[src/logic/oag_pkg.sv]
// shared constants, types and decode functions of the operand address unit
package oag_pkg;
  localparam int RF_AW = 8;
  localparam int IA_W = 24;
  localparam int PIN_AW = 20;
  localparam int RD_W = 32;
  localparam logic [7:0] ZERO_REG_ADDR = 8'h00;
  localparam logic [7:0] SP_REG_ADDR = 8'h18;
  localparam logic [23:0] STEP_BYTE = 24'h00_0001;
  localparam logic [23:0] STEP_WORD = 24'h00_0002;
  localparam logic [7:0] HI_ZERO = 8'h00;
  localparam logic [1:0] MAX_DIRECT_MEMOP = 2'h2;

  typedef enum logic [2:0] {
    OAG_DIRECT,
    OAG_IMMED,
    OAG_INDIR,
    OAG_SHORT_IDX,
    OAG_LONG_IDX
  } oag_mode_e;

  typedef enum logic [1:0] {
    OAG_BYTE,
    OAG_WORD,
    OAG_DWORD
  } oag_size_e;

  function automatic logic oag_aligned(input logic [7:0] a,
                                       input oag_size_e s);
    case (s)
      OAG_BYTE: return 1'b1;
      OAG_WORD: return ~a[0];
      default: return a[1:0] == 2'b00;
    endcase
  endfunction : oag_aligned

  // low bit of a pointer specifier is the post-increment flag
  function automatic logic [7:0] oag_ptr_reg(input logic [7:0] r);
    return {r[7:1], 1'b0};
  endfunction : oag_ptr_reg

  function automatic logic [23:0] oag_step(input oag_size_e s);
    return (s == OAG_BYTE) ? STEP_BYTE : STEP_WORD;
  endfunction : oag_step
endpackage : oag_pkg

[src/logic/oag_calc_if.sv]
// carrier between the sequencer and the address adder
interface oag_calc_if;
  import oag_pkg::*;
  oag_mode_e mode;
  oag_size_e size;
  logic ext;
  logic [31:0] ptr_val;
  logic [23:0] konst;
  logic [23:0] ea;
  logic [23:0] ptr_next;

  modport user (output mode, output size, output ext, output ptr_val,
                output konst, input ea, input ptr_next);
  modport calc (input mode, input size, input ext, input ptr_val,
                input konst, output ea, output ptr_next);
endinterface : oag_calc_if

[src/logic/oag_top.sv]
// operand address generator: sequences register reads, access, write-back
// Contract
// - direct operands address the 256-byte register file, never memory
// - up to three direct registers, each aligned for its operand size
// - only one immediate, indirect or indexed operand; the rest are direct
// - indirect address comes from a word-aligned 16-bit pointer register
// - post-increment adds one for byte, two for word destinations
// - specifier low bit selects post-increment; register stays word-aligned
// - extended indirect uses a word-aligned 24-bit pointer register
// - extended load reads memory, extended store writes memory
// - stack-relative push and pop use the stack pointer before update
// - stack pointer accepted as indirect pointer and short-index base
// - short index adds an 8-bit constant to a word base register
// - long index adds a 16-bit constant to a word offset register
// - extended index adds 24-bit offset to double-word-aligned 24-bit base
// - zero index uses the 16-bit constant itself as the address
// - extended zero index uses 24-bit constant; zero register reads zero
// - only the low 20 address bits reach the pins
module oag_top (
  // clock and reset
  input wire logic mclk,
  input wire logic rst,
  // operand request from the decoder
  input wire logic req_valid,
  output logic req_ready,
  input wire oag_pkg::oag_mode_e req_mode,
  input wire oag_pkg::oag_size_e req_size,
  input wire logic req_ext,
  input wire logic req_store,
  input wire logic [1:0] req_nregs,
  input wire logic [7:0] req_reg0,
  input wire logic [7:0] req_reg1,
  input wire logic [7:0] req_reg2,
  input wire logic [23:0] req_const,
  // completion
  output logic done,
  output logic done_err,
  output logic [23:0] ea,
  // register file
  output logic rf_rd_en,
  output logic [7:0] rf_rd_addr,
  input wire logic [31:0] rf_rd_data,
  output logic rf_wr_en,
  output logic [7:0] rf_wr_addr,
  output logic [23:0] rf_wr_data,
  output logic rf_wr_long,
  // memory controller
  output logic mem_req,
  output logic mem_we,
  output oag_pkg::oag_size_e mem_size,
  output logic [23:0] mem_addr,
  output logic [19:0] mem_pin_addr,
  input wire logic mem_done
);
  import oag_pkg::*;

  typedef enum logic [2:0] {S_IDLE, S_READ, S_CALC, S_MEM, S_WB} oag_state_e;

  oag_state_e st_q, st_d;
  oag_mode_e mode_q, mode_d;
  oag_size_e size_q, size_d;
  logic ext_q, ext_d, store_q, store_d, inc_q, inc_d, use_q, use_d;
  logic [7:0] ptr_q, ptr_d;
  logic [23:0] const_q, const_d, ea_q, ea_d, nxt_q, nxt_d;
  logic done_q, done_d, err_q, err_d, memr_q, memr_d, wb_q, wb_d;
  logic bad;
  logic [2:0] dir_ok;

  oag_calc_if cif ();

  oag_ea_calc u_calc (
    .cif(cif)
  );

  always_comb begin
    for (int i = 0; i < 3; i++) begin
      dir_ok[i] = 1'b1;
    end
    if (req_nregs > 2'd0) dir_ok[0] = oag_aligned(req_reg0, req_size);
    if (req_nregs > 2'd1) dir_ok[1] = oag_aligned(req_reg1, req_size);
    if (req_nregs > 2'd2) dir_ok[2] = oag_aligned(req_reg2, req_size);
  end

  always_comb begin
    bad = ~&dir_ok;
    if (req_mode != OAG_DIRECT && req_nregs > MAX_DIRECT_MEMOP) bad = 1'b1;
    // extended forms exist only for indirect and long index
    if (req_ext && req_mode != OAG_INDIR && req_mode != OAG_LONG_IDX) begin
      bad = 1'b1;
    end
    // index register must be a word
    if ((req_mode == OAG_SHORT_IDX || (req_mode == OAG_LONG_IDX && !req_ext))
        && req_reg2[0]) bad = 1'b1;
    if (req_mode == OAG_LONG_IDX && req_ext
        && !oag_aligned(req_reg2, OAG_DWORD)) bad = 1'b1;
  end

  // calc gets the pointer value only while read data are valid
  always_comb begin
    cif.mode = mode_q;
    cif.size = size_q;
    cif.ext = ext_q;
    cif.konst = const_q;
    cif.ptr_val = (st_q == S_CALC && use_q) ? rf_rd_data : 32'h0000_0000;
  end

  always_comb begin
    st_d = st_q;
    mode_d = mode_q;
    size_d = size_q;
    ext_d = ext_q;
    store_d = store_q;
    inc_d = inc_q;
    use_d = use_q;
    ptr_d = ptr_q;
    const_d = const_q;
    ea_d = ea_q;
    nxt_d = nxt_q;
    done_d = 1'b0;
    err_d = 1'b0;
    memr_d = memr_q;
    wb_d = 1'b0;
    case (st_q)
      S_IDLE: begin
        if (req_valid) begin
          mode_d = req_mode;
          size_d = req_size;
          ext_d = req_ext;
          store_d = req_store;
          const_d = req_const;
          // low bit is post-increment, register is word address
          ptr_d = oag_ptr_reg(req_reg2);
          inc_d = (req_mode == OAG_INDIR) & req_reg2[0];
          // zero register index needs no read, value is zero
          use_d = (req_mode == OAG_INDIR || req_mode == OAG_SHORT_IDX ||
                   (req_mode == OAG_LONG_IDX && req_reg2 != ZERO_REG_ADDR));
          if (bad) begin
            done_d = 1'b1;
            err_d = 1'b1;
          end else if (use_d) begin
            st_d = S_READ;
          end else begin
            st_d = S_CALC;
          end
        end
      end
      S_READ: begin
        st_d = S_CALC;
      end
      S_CALC: begin
        ea_d = cif.ea;
        nxt_d = cif.ptr_next;
        // direct and immediate never touch memory
        if (mode_q == OAG_DIRECT || mode_q == OAG_IMMED) begin
          done_d = 1'b1;
          st_d = S_IDLE;
        end else begin
          memr_d = 1'b1;
          st_d = S_MEM;
        end
      end
      S_MEM: begin
        if (mem_done) begin
          memr_d = 1'b0;
          // write-back only after the access ends
          if (inc_q) begin
            wb_d = 1'b1;
            st_d = S_WB;
          end else begin
            done_d = 1'b1;
            st_d = S_IDLE;
          end
        end
      end
      S_WB: begin
        done_d = 1'b1;
        st_d = S_IDLE;
      end
      default: begin
        st_d = S_IDLE;
        memr_d = 1'b0;
      end
    endcase
  end

  always_ff @(posedge mclk) begin
    if (rst) begin
      st_q <= S_IDLE;
      mode_q <= OAG_DIRECT;
      size_q <= OAG_BYTE;
      ext_q <= 1'b0;
      store_q <= 1'b0;
      inc_q <= 1'b0;
      use_q <= 1'b0;
      ptr_q <= ZERO_REG_ADDR;
      const_q <= 24'h00_0000;
      ea_q <= 24'h00_0000;
      nxt_q <= 24'h00_0000;
      done_q <= 1'b0;
      err_q <= 1'b0;
      memr_q <= 1'b0;
      wb_q <= 1'b0;
    end else begin
      st_q <= st_d;
      mode_q <= mode_d;
      size_q <= size_d;
      ext_q <= ext_d;
      store_q <= store_d;
      inc_q <= inc_d;
      use_q <= use_d;
      ptr_q <= ptr_d;
      const_q <= const_d;
      ea_q <= ea_d;
      nxt_q <= nxt_d;
      done_q <= done_d;
      err_q <= err_d;
      memr_q <= memr_d;
      wb_q <= wb_d;
    end
  end

  assign req_ready = (st_q == S_IDLE);
  assign done = done_q;
  assign done_err = err_q;
  assign ea = ea_q;
  // pointer read once, before any stack update
  assign rf_rd_en = (st_q == S_READ);
  assign rf_rd_addr = ptr_q;
  assign rf_wr_en = wb_q;
  assign rf_wr_addr = ptr_q;
  assign rf_wr_data = nxt_q;
  assign rf_wr_long = ext_q;
  // store direction drives the write strobe
  assign mem_req = memr_q;
  assign mem_we = store_q;
  assign mem_size = size_q;
  assign mem_addr = ea_q;
  // top four internal bits are not driven out
  assign mem_pin_addr = ea_q[PIN_AW-1:0];

  logic acc;
  assign acc = req_valid & req_ready;
endmodule : oag_top

[src/logic/oag_ea_calc.sv]
// effective address adder for immediate, indirect and indexed operand modes; direct gives zero
module oag_ea_calc (
  // adder operands and results
  oag_calc_if.calc cif
);
  import oag_pkg::*;

  logic [15:0] sum16;
  logic [23:0] sum24;

  always_comb begin
    sum16 = 16'h0000;
    sum24 = 24'h00_0000;
    cif.ea = 24'h00_0000;
    case (cif.mode)
      OAG_IMMED: begin
        cif.ea = cif.konst;
      end
      OAG_INDIR: begin
        cif.ea = cif.ext ? cif.ptr_val[23:0] : {HI_ZERO, cif.ptr_val[15:0]};
      end
      OAG_SHORT_IDX: begin
        sum16 = cif.ptr_val[15:0] + {HI_ZERO, cif.konst[7:0]};
        cif.ea = {HI_ZERO, sum16};
      end
      OAG_LONG_IDX: begin
        sum16 = cif.ptr_val[15:0] + cif.konst[15:0];
        sum24 = cif.ptr_val[23:0] + cif.konst;
        cif.ea = cif.ext ? sum24 : {HI_ZERO, sum16};
      end
      default: begin
        cif.ea = 24'h00_0000;
      end
    endcase
  end

  always_comb begin
    cif.ptr_next = cif.ext ? 24'(cif.ptr_val[23:0] + oag_step(cif.size))
                 : {HI_ZERO, 16'(cif.ptr_val[15:0] + oag_step(cif.size))};
  end
endmodule : oag_ea_calc

[config.mk]
export PLATFORM = sky130hd
export DESIGN_NAME = oag_top
export DESIGN_NICKNAME = d
export VERILOG_FILES = /design/src/logic/oag_pkg.sv /design/src/logic/oag_calc_if.sv /design/src/logic/oag_top.sv /design/src/logic/oag_ea_calc.sv
export SDC_FILE = /design/constraint.sdc
export NUM_CORES = 1
export LEC_CHECK = 0
export ABC_AREA = 0
export BUFFER_PORTS_ARGS = -buffer_cell sky130_fd_sc_hd__buf_2
export CAP_MARGIN = 5
export CORE_MARGIN = 4
export CORE_UTILIZATION = 48
export CTS_BUF_LIST = sky130_fd_sc_hd__clkbuf_4 sky130_fd_sc_hd__clkbuf_8
export DETAILED_ROUTE_END_ITERATION = 8
export PLACE_DENSITY = 0.79
export SLEW_MARGIN = 25
export SYNTH_ARGS = -nofsm -noshare
export SYNTH_HDL_FRONTEND = slang
export SYNTH_HIERARCHICAL = 1
export SYNTH_SLANG_ARGS = --single-unit
[constraint.sdc]
create_clock -name mclk -period 3.3 [get_ports mclk]
set_clock_uncertainty 0.1 [all_clocks]
set_input_delay 0.825 -clock mclk [delete_from_list [all_inputs] [get_ports mclk]]
set_output_delay 0.825 -clock mclk [all_outputs]
set_load 0.01 [all_outputs]
==> results of run 1 <==
report_power, final:
group | switching (mW) | internal, mW
Clock | 0.445 | 0.294
Combinational | 0.267 | 0.179
Sequential | 0.0415 | 1.19
Total | 0.754 | 1.66
worst min-delay path: stages (launching register included):
cell and delay, ps:
dfxtp_1 320, nand2_1 50, a21oi_1 50
per-stage QoR:
stage	total power [mW]	setup TNS (ps)	cells	utilization (%)	area, um2
floorplan	1.522	0	878	-	6456
global placement	1.664	-28.24	1189	56.07	7396
detailed placement	1.670	-189.3	1189	56.07	7396
CTS	2.405	0	1205	57.47	7580
global route	2.522	-27.76	1211	58.87	7765
finish	2.414	0	1211	58.87	7765
placed cells by master (no fill, tap or decap), types with 6 or more instances in the layout:
cell,n
nand3_1,8
and3_1,29
inv_1,14
clkbuf_8,9
dfxtp_1,95
a21oi_1,120
buf_4,48
o221ai_1,6
xnor2_1,28
ha_1,24
or3_1,8
and2_1,6
xor2_1,19
buf_2,188
nand2_1,227
o21ai_1,14
o21ai_0,25
nor2_1,33
a22oi_1,10
flip-flops by register name, summed over array words and instances, names as in the netlist:
register    cells
done            1
rf_wr_en        1
mem_req         1
mem_we          1
rf_wr_long      1
inc_q           1
use_q           1
rf_rd_addr      7
ea             24
cif.konst      24
done_err        1
mem_size        2
st_q            3
cif.mode        3
rf_wr_data     24
routing by layer:
| layer | routed length [um] | vias up | track usage (%) |
|---|---|---|---|
| li1 | - | 3272 | - |
| met1 | 8315 | 3018 | 29.80 |
| met2 | 8676 | 201 | 37.45 |
| met3 | 1125 | 23 | 5.177 |
| met4 | 331 | 0 | 7.050 |
| met5 | 0 | - | 0 |
layout make-up:
class | count | area share [%]
clock buffers | 10 | 1.692
well taps | 176 | 2.836
clock inverters | 6 | 0.6768
repair buffers | 242 | 18.43
flip-flops and latches | 95 | 24.49
inverters | 15 | 0.7251
multi-input cells | 667 | 51.14
how the worst min path moves through the flow:
stage | startpoint | end
global placement | rf_wr_data[12] | rf_wr_data[12]
CTS | rf_wr_data[0] | rf_wr_data[0]
finish | rf_wr_data[12] | rf_wr_data[12]
detailed placement | rf_wr_data[0] | rf_wr_data[0]
floorplan | cif.konst[7] | cif.konst[7]
global route | rf_wr_data[0] | rf_wr_data[0]
repair_timing:
item | CTS | global route
buffers inserted | 0 | 4
setup endpoints to repair | 0 | 15
gates resized for setup | 0 | 17
==> flow_metrics.py, run 1 <==
metrics = {
    "routing": {
        "drtAntennaViolNets": 0,
        "totalWireLength_um": 18450,
        "routed_via_density": 5.379,
        "remaining_drc_errors": 0,
        "dr_total_vias": 6514,
        "detail_route.wl_per_cell_um": 15.23,
        "drtIter0Drc": 418,
        "drt_first_pass_iters": 5,
    },
    "die": {
        "fp-row-count": 42,
        "fp.dieArea_um2": 15350,
        "core_region_area_um2": 13190,
        "io_pins": 211,
        "fp.dieW_um": 123.9,
        "starting_density_of_the_core_pct": 48.89,
        "die_height_um": 123.9,
    },
    "logic_synthesis": {
        "avgSynthCellArea_um2": 7.353,
        "syn-instance-count": 877,
        "yosys_warnings": 6,
        "mappedNetlistArea_um2": 6449,
    },
    "sta": {
        "final-setup-viol-count": 0,
        "worst-slew-pin-transition_ps": 946.0,
        "final.setup.worst_slack_ps": 112.8,
        "max-slew-margin-rel_pct": 36.93,
        "hold_violations": 0,
        "fin_crit_sh_pct": 96.58,
        "fmax_mhz": 313.8,
        "hold_ws_ps": 354.2,
        "maxSlewViolCount": 0,
        "period_needed_ps": 3187,
    },
    "finish": {
        "area.growth.synth_to_final_pct": 20.41,
        "area.sequential_um2": 1902,
        "filler_cell_count": 1221,
        "final_layout_size_suffix_gt1_share_pct": 28.60,
        "area_taken_by_multi_input_logic_gates_um2": 3971,
        "antenna_cells": 0,
        "num-nets-final": 1150,
    },
    "job": {
        "max_cap_viol_count": 0,
    },
    "run_status": {
        "status": "complete, no violations",
    },
    "clocking": {
        "tritoncts_num_sinks": 95,
        "clkLatencyLatePin_ps": 390,
        "post_cts_hold_buffer_count": 0,
        "cts_max_level": 3,
        "ctsRootBufferMaster": "clkbuf_8",
        "clock_buffer_count_from_cts": 9,
        "cts.clk_slew.worst_paths_ps": 100,
        "tritoncts": "built",
        "cts.path.max_buffers": 2,
    },
    "critical_path": {
        "timing.reg2reg.setup_slack_ps": 110,
        "cp_data_required_time_ps": 3520,
        "worst_setup_path_class": "reg -> reg",
        "family_with_the_most_delay_on_the_worst_path": "compound AO/OA/AOI/OAI gates",
        "worst_path_most_repeated_cell": "buf_12",
        "critical_path.cell_chain": "nand2b_4 > nor2_4 > buf_12 > buf_12 > and3_1 > ha_1 > o211ai_1 > o21ai_4 > a31oi_4 > o31ai_4 > a31oi_1 > xor2_1 > o21ai_1 > nand2_1 > a21oi_1",
        "cp_slowest_stage_delay_ps": 400,
        "cp_max_delay_cell": "ha_1",
        "rr_endpoint": "ea[21]",
        "crit_path_max_fanout": 11,
        "worstPathArrival_ps": 3400,
        "startpoint": "st_q[2]",
        "crit_buf_inv": 2,
        "worstReg2RegStart": "st_q[2]",
        "timing.critical_path.depth": 15,
        "endpoint": "ea[21]",
        "timing.critical_path.from_type": "flop",
        "critPathCaptureType": "flop",
        "reg2regPathDepth": 15,
    },
    "global_routing": {
        "global_route.usage.total_pct": 22.78,
        "global_route_wire_length_before_repair_um": 28050,
        "maximum_number_of_pins_on_one_net_before_global_route_repair": 96,
        "number_of_global_route_vias_before_repair": 5821,
        "antenna_violations_before_repair": 0,
        "globalRouteOverflowTotal": 0,
    },
    "power_and_ir_drop": {
        "leakage_nw": 3.536,
        "vdd_drop_max_mv": 0.2331,
        "p_per_cell_area_nw_per_um2": 310.9,
    },
    "place": {
        "io_buffer_count": 188,
        "pre_cts_ws_ps": -71.74,
        "post_detail_place_hpwl_um": 13340,
        "place_congestion": 0.9123,
    },
    "min_path": {
        "worstHoldPathType": "reg -> reg",
        "worst_hold_path.num_cells": 2,
    },
}
(Power assumes the default switching activity.)
==> inputs of run 2 (changes only) <==
Settings changed: CORE_UTILIZATION 48 to 53, PLACE_DENSITY 0.79 to 0.83.
Clock period 3.3 ns to 3.5 ns, I/O delays scaled along.
==> flow_metrics.py, run 2 (synthesis results as in run 1) <==
metrics = {
    "clocking": {
        "tritoncts": "built",
        "postcts_setup_bufs": 0,
        "post_cts_hold_buffer_count": 0,
        "cts.path.max_buffers": 2,
        "clock_buffer_count_from_cts": 9,
        "tritoncts_num_sinks": 95,
        "clkLatencyLatePin_ps": 390,
        "ctsRootBufferMaster": "clkbuf_8",
        "cts.clk_slew.worst_paths_ps": 90,
        "cts_max_level": 3,
    },
    "finish": {
        "final_layout_size_suffix_gt1_share_pct": 26.33,
        "antenna_cells": 0,
        "area_taken_by_multi_input_logic_gates_um2": 3902,
        "mostFrequentLayoutCell": "nand2_1",
        "filler_cell_count": 1105,
        "area.growth.synth_to_final_pct": 15.21,
        "area.sequential_um2": 1903,
        "num-nets-final": 1129,
        "mostFrequentLayoutCells": "nand2_1, buf_2, a21oi_1",
    },
    "die": {
        "die_height_um": 118.3,
        "fp.dieW_um": 118.3,
        "core_region_area_um2": 11960,
        "starting_density_of_the_core_pct": 53.91,
        "fp.dieArea_um2": 14000,
        "io_pins": 211,
        "fp-row-count": 40,
    },
    "place": {
        "post_detail_place_hpwl_um": 13190,
        "place_congestion": 0.9638,
        "io_buffer_count": 188,
        "pre_cts_ws_ps": 11.07,
    },
    "critical_path": {
        "cp_data_required_time_ps": 3640,
        "worst_setup_path_class": "reg -> reg",
        "crit_path_max_fanout": 7,
        "critPathCaptureType": "flop",
        "timing.critical_path.from_type": "flop",
        "worstPathArrival_ps": 3360,
    },
    "min_path": {
        "worstHoldPathType": "reg -> reg",
    },
    "global_routing": {
        "grtUsageMet2_pct": 39.01,
        "antenna_violations_before_repair": 0,
        "global_route.usage.total_pct": 23.82,
        "globalRouteOverflowTotal": 0,
        "met1_usage_pct": 30.15,
        "global_route.peak_usage_layer": "met2",
        "number_of_global_route_vias_before_repair": 5823,
        "global_route_wire_length_before_repair_um": 27650,
        "maximum_number_of_pins_on_one_net_before_global_route_repair": 51,
        "grt.met3_usage_pct": 6.411,
    },
    "job": {
        "max_cap_viol_count": 0,
    },
    "sta": {
        "rsz0062_at_grt": "no",
        "hold_violations": 0,
        "final.setup.worst_slack_ps": 277.7,
        "maxSlewViolCount": 0,
        "fin_crit_sh_pct": 92.06,
        "final-setup-viol-count": 0,
        "period_needed_ps": 3222,
        "max-slew-margin-rel_pct": 34.37,
        "fin_setup_tns_ps": 0,
        "fmax_mhz": 310.3,
        "worst-slew-pin-transition_ps": 984.5,
    },
    "routing": {
        "totalWireLength_um": 17200,
        "drtIter0Drc": 396,
        "routed_via_density": 5.550,
        "dr_total_vias": 6443,
        "detail_route.wl_per_cell_um": 14.81,
        "drt_first_pass_iters": 6,
        "drtAntennaViolNets": 0,
        "remaining_drc_errors": 0,
    },
    "power_and_ir_drop": {
        "leakage_nw": 3.411,
        "vdd_drop_max_mv": 0.2280,
        "p_per_cell_area_nw_per_um2": 298.6,
        "post-layout-total-power_mw": 2.219,
    },
    "run_status": {
        "status": "complete, no violations",
    },
}
-- run 2: worst paths after layout --
path / depth (start not counted) / endpoint / from / slack (ps)
worst max-delay path: 15 / ea[12] / st_q[1] / 280
worst max register to register: 15 / ea[12] / st_q[1] / 280
worst min register to register: 2 / rf_wr_data[3] / rf_wr_data[3] / 350
worst min-delay path: 2 / rf_wr_data[3] / rf_wr_data[3] / 350
-- run 2: critical path, cell delays in order (launching register included) --
cell,delay [ps]
dfxtp_2,400
nand2b_1,160
nor2_4,170
and3_1,220
ha_1,170
inv_1,50
fa_1,390
nand2b_1,190
a21oi_2,220
o21a_1,180
nor2_1,70
o21a_1,200
xnor2_1,120
a221o_1,310
nand2_1,60
a21oi_1,50
-- run 2: metrics by stage --
step / area [um2] / util, % / cells / hold WS (ps)
after floorplan: 6452 / - / 878 / 348.6
after global placement: 7234 / 60.48 / 1145 / 338.4
after detailed placement: 7234 / 60.48 / 1145 / 345.2
after CTS: 7413 / 61.98 / 1161 / 356.9
after global routing: 7430 / 62.11 / 1161 / 378.9
final: 7430 / 62.11 / 1161 / 353.3
-- run 2: layout make-up --
| class | instances | area share [%] |
|---|---|---|
| inverters | 15 | 0.7578 |
| multi-input cells | 667 | 52.53 |
| clock inverters | 5 | 0.4547 |
| flip-flops and latches | 95 | 25.61 |
| clock buffers | 11 | 1.954 |
| repair buffers | 221 | 16.22 |
| well taps | 147 | 2.476 |
-- run 2: report_power, final --
| part | switching (mW) | internal [mW] | leakage, nW |
|---|---|---|---|
| sequential | 0.0385 | 1.12 | 0.773 |
| combinational | 0.241 | 0.149 | 2.55 |
| clock | 0.388 | 0.284 | 0.0887 |
| total | 0.667 | 1.55 | 3.41 |
-- run 2: routing by layer --
layer	vias to the layer above	wire length [um]
met3	30	1499
met2	263	8174
met5	-	0
met1	2928	7170
met4	0	352
li1	3222	-
-- run 2: what timing repair did --
item / 4_1_cts / 5_1_grt
hold endpoints to repair: 0 / 0
resized for setup: 0 / 5
endpoints found under the setup margin: 0 / 9
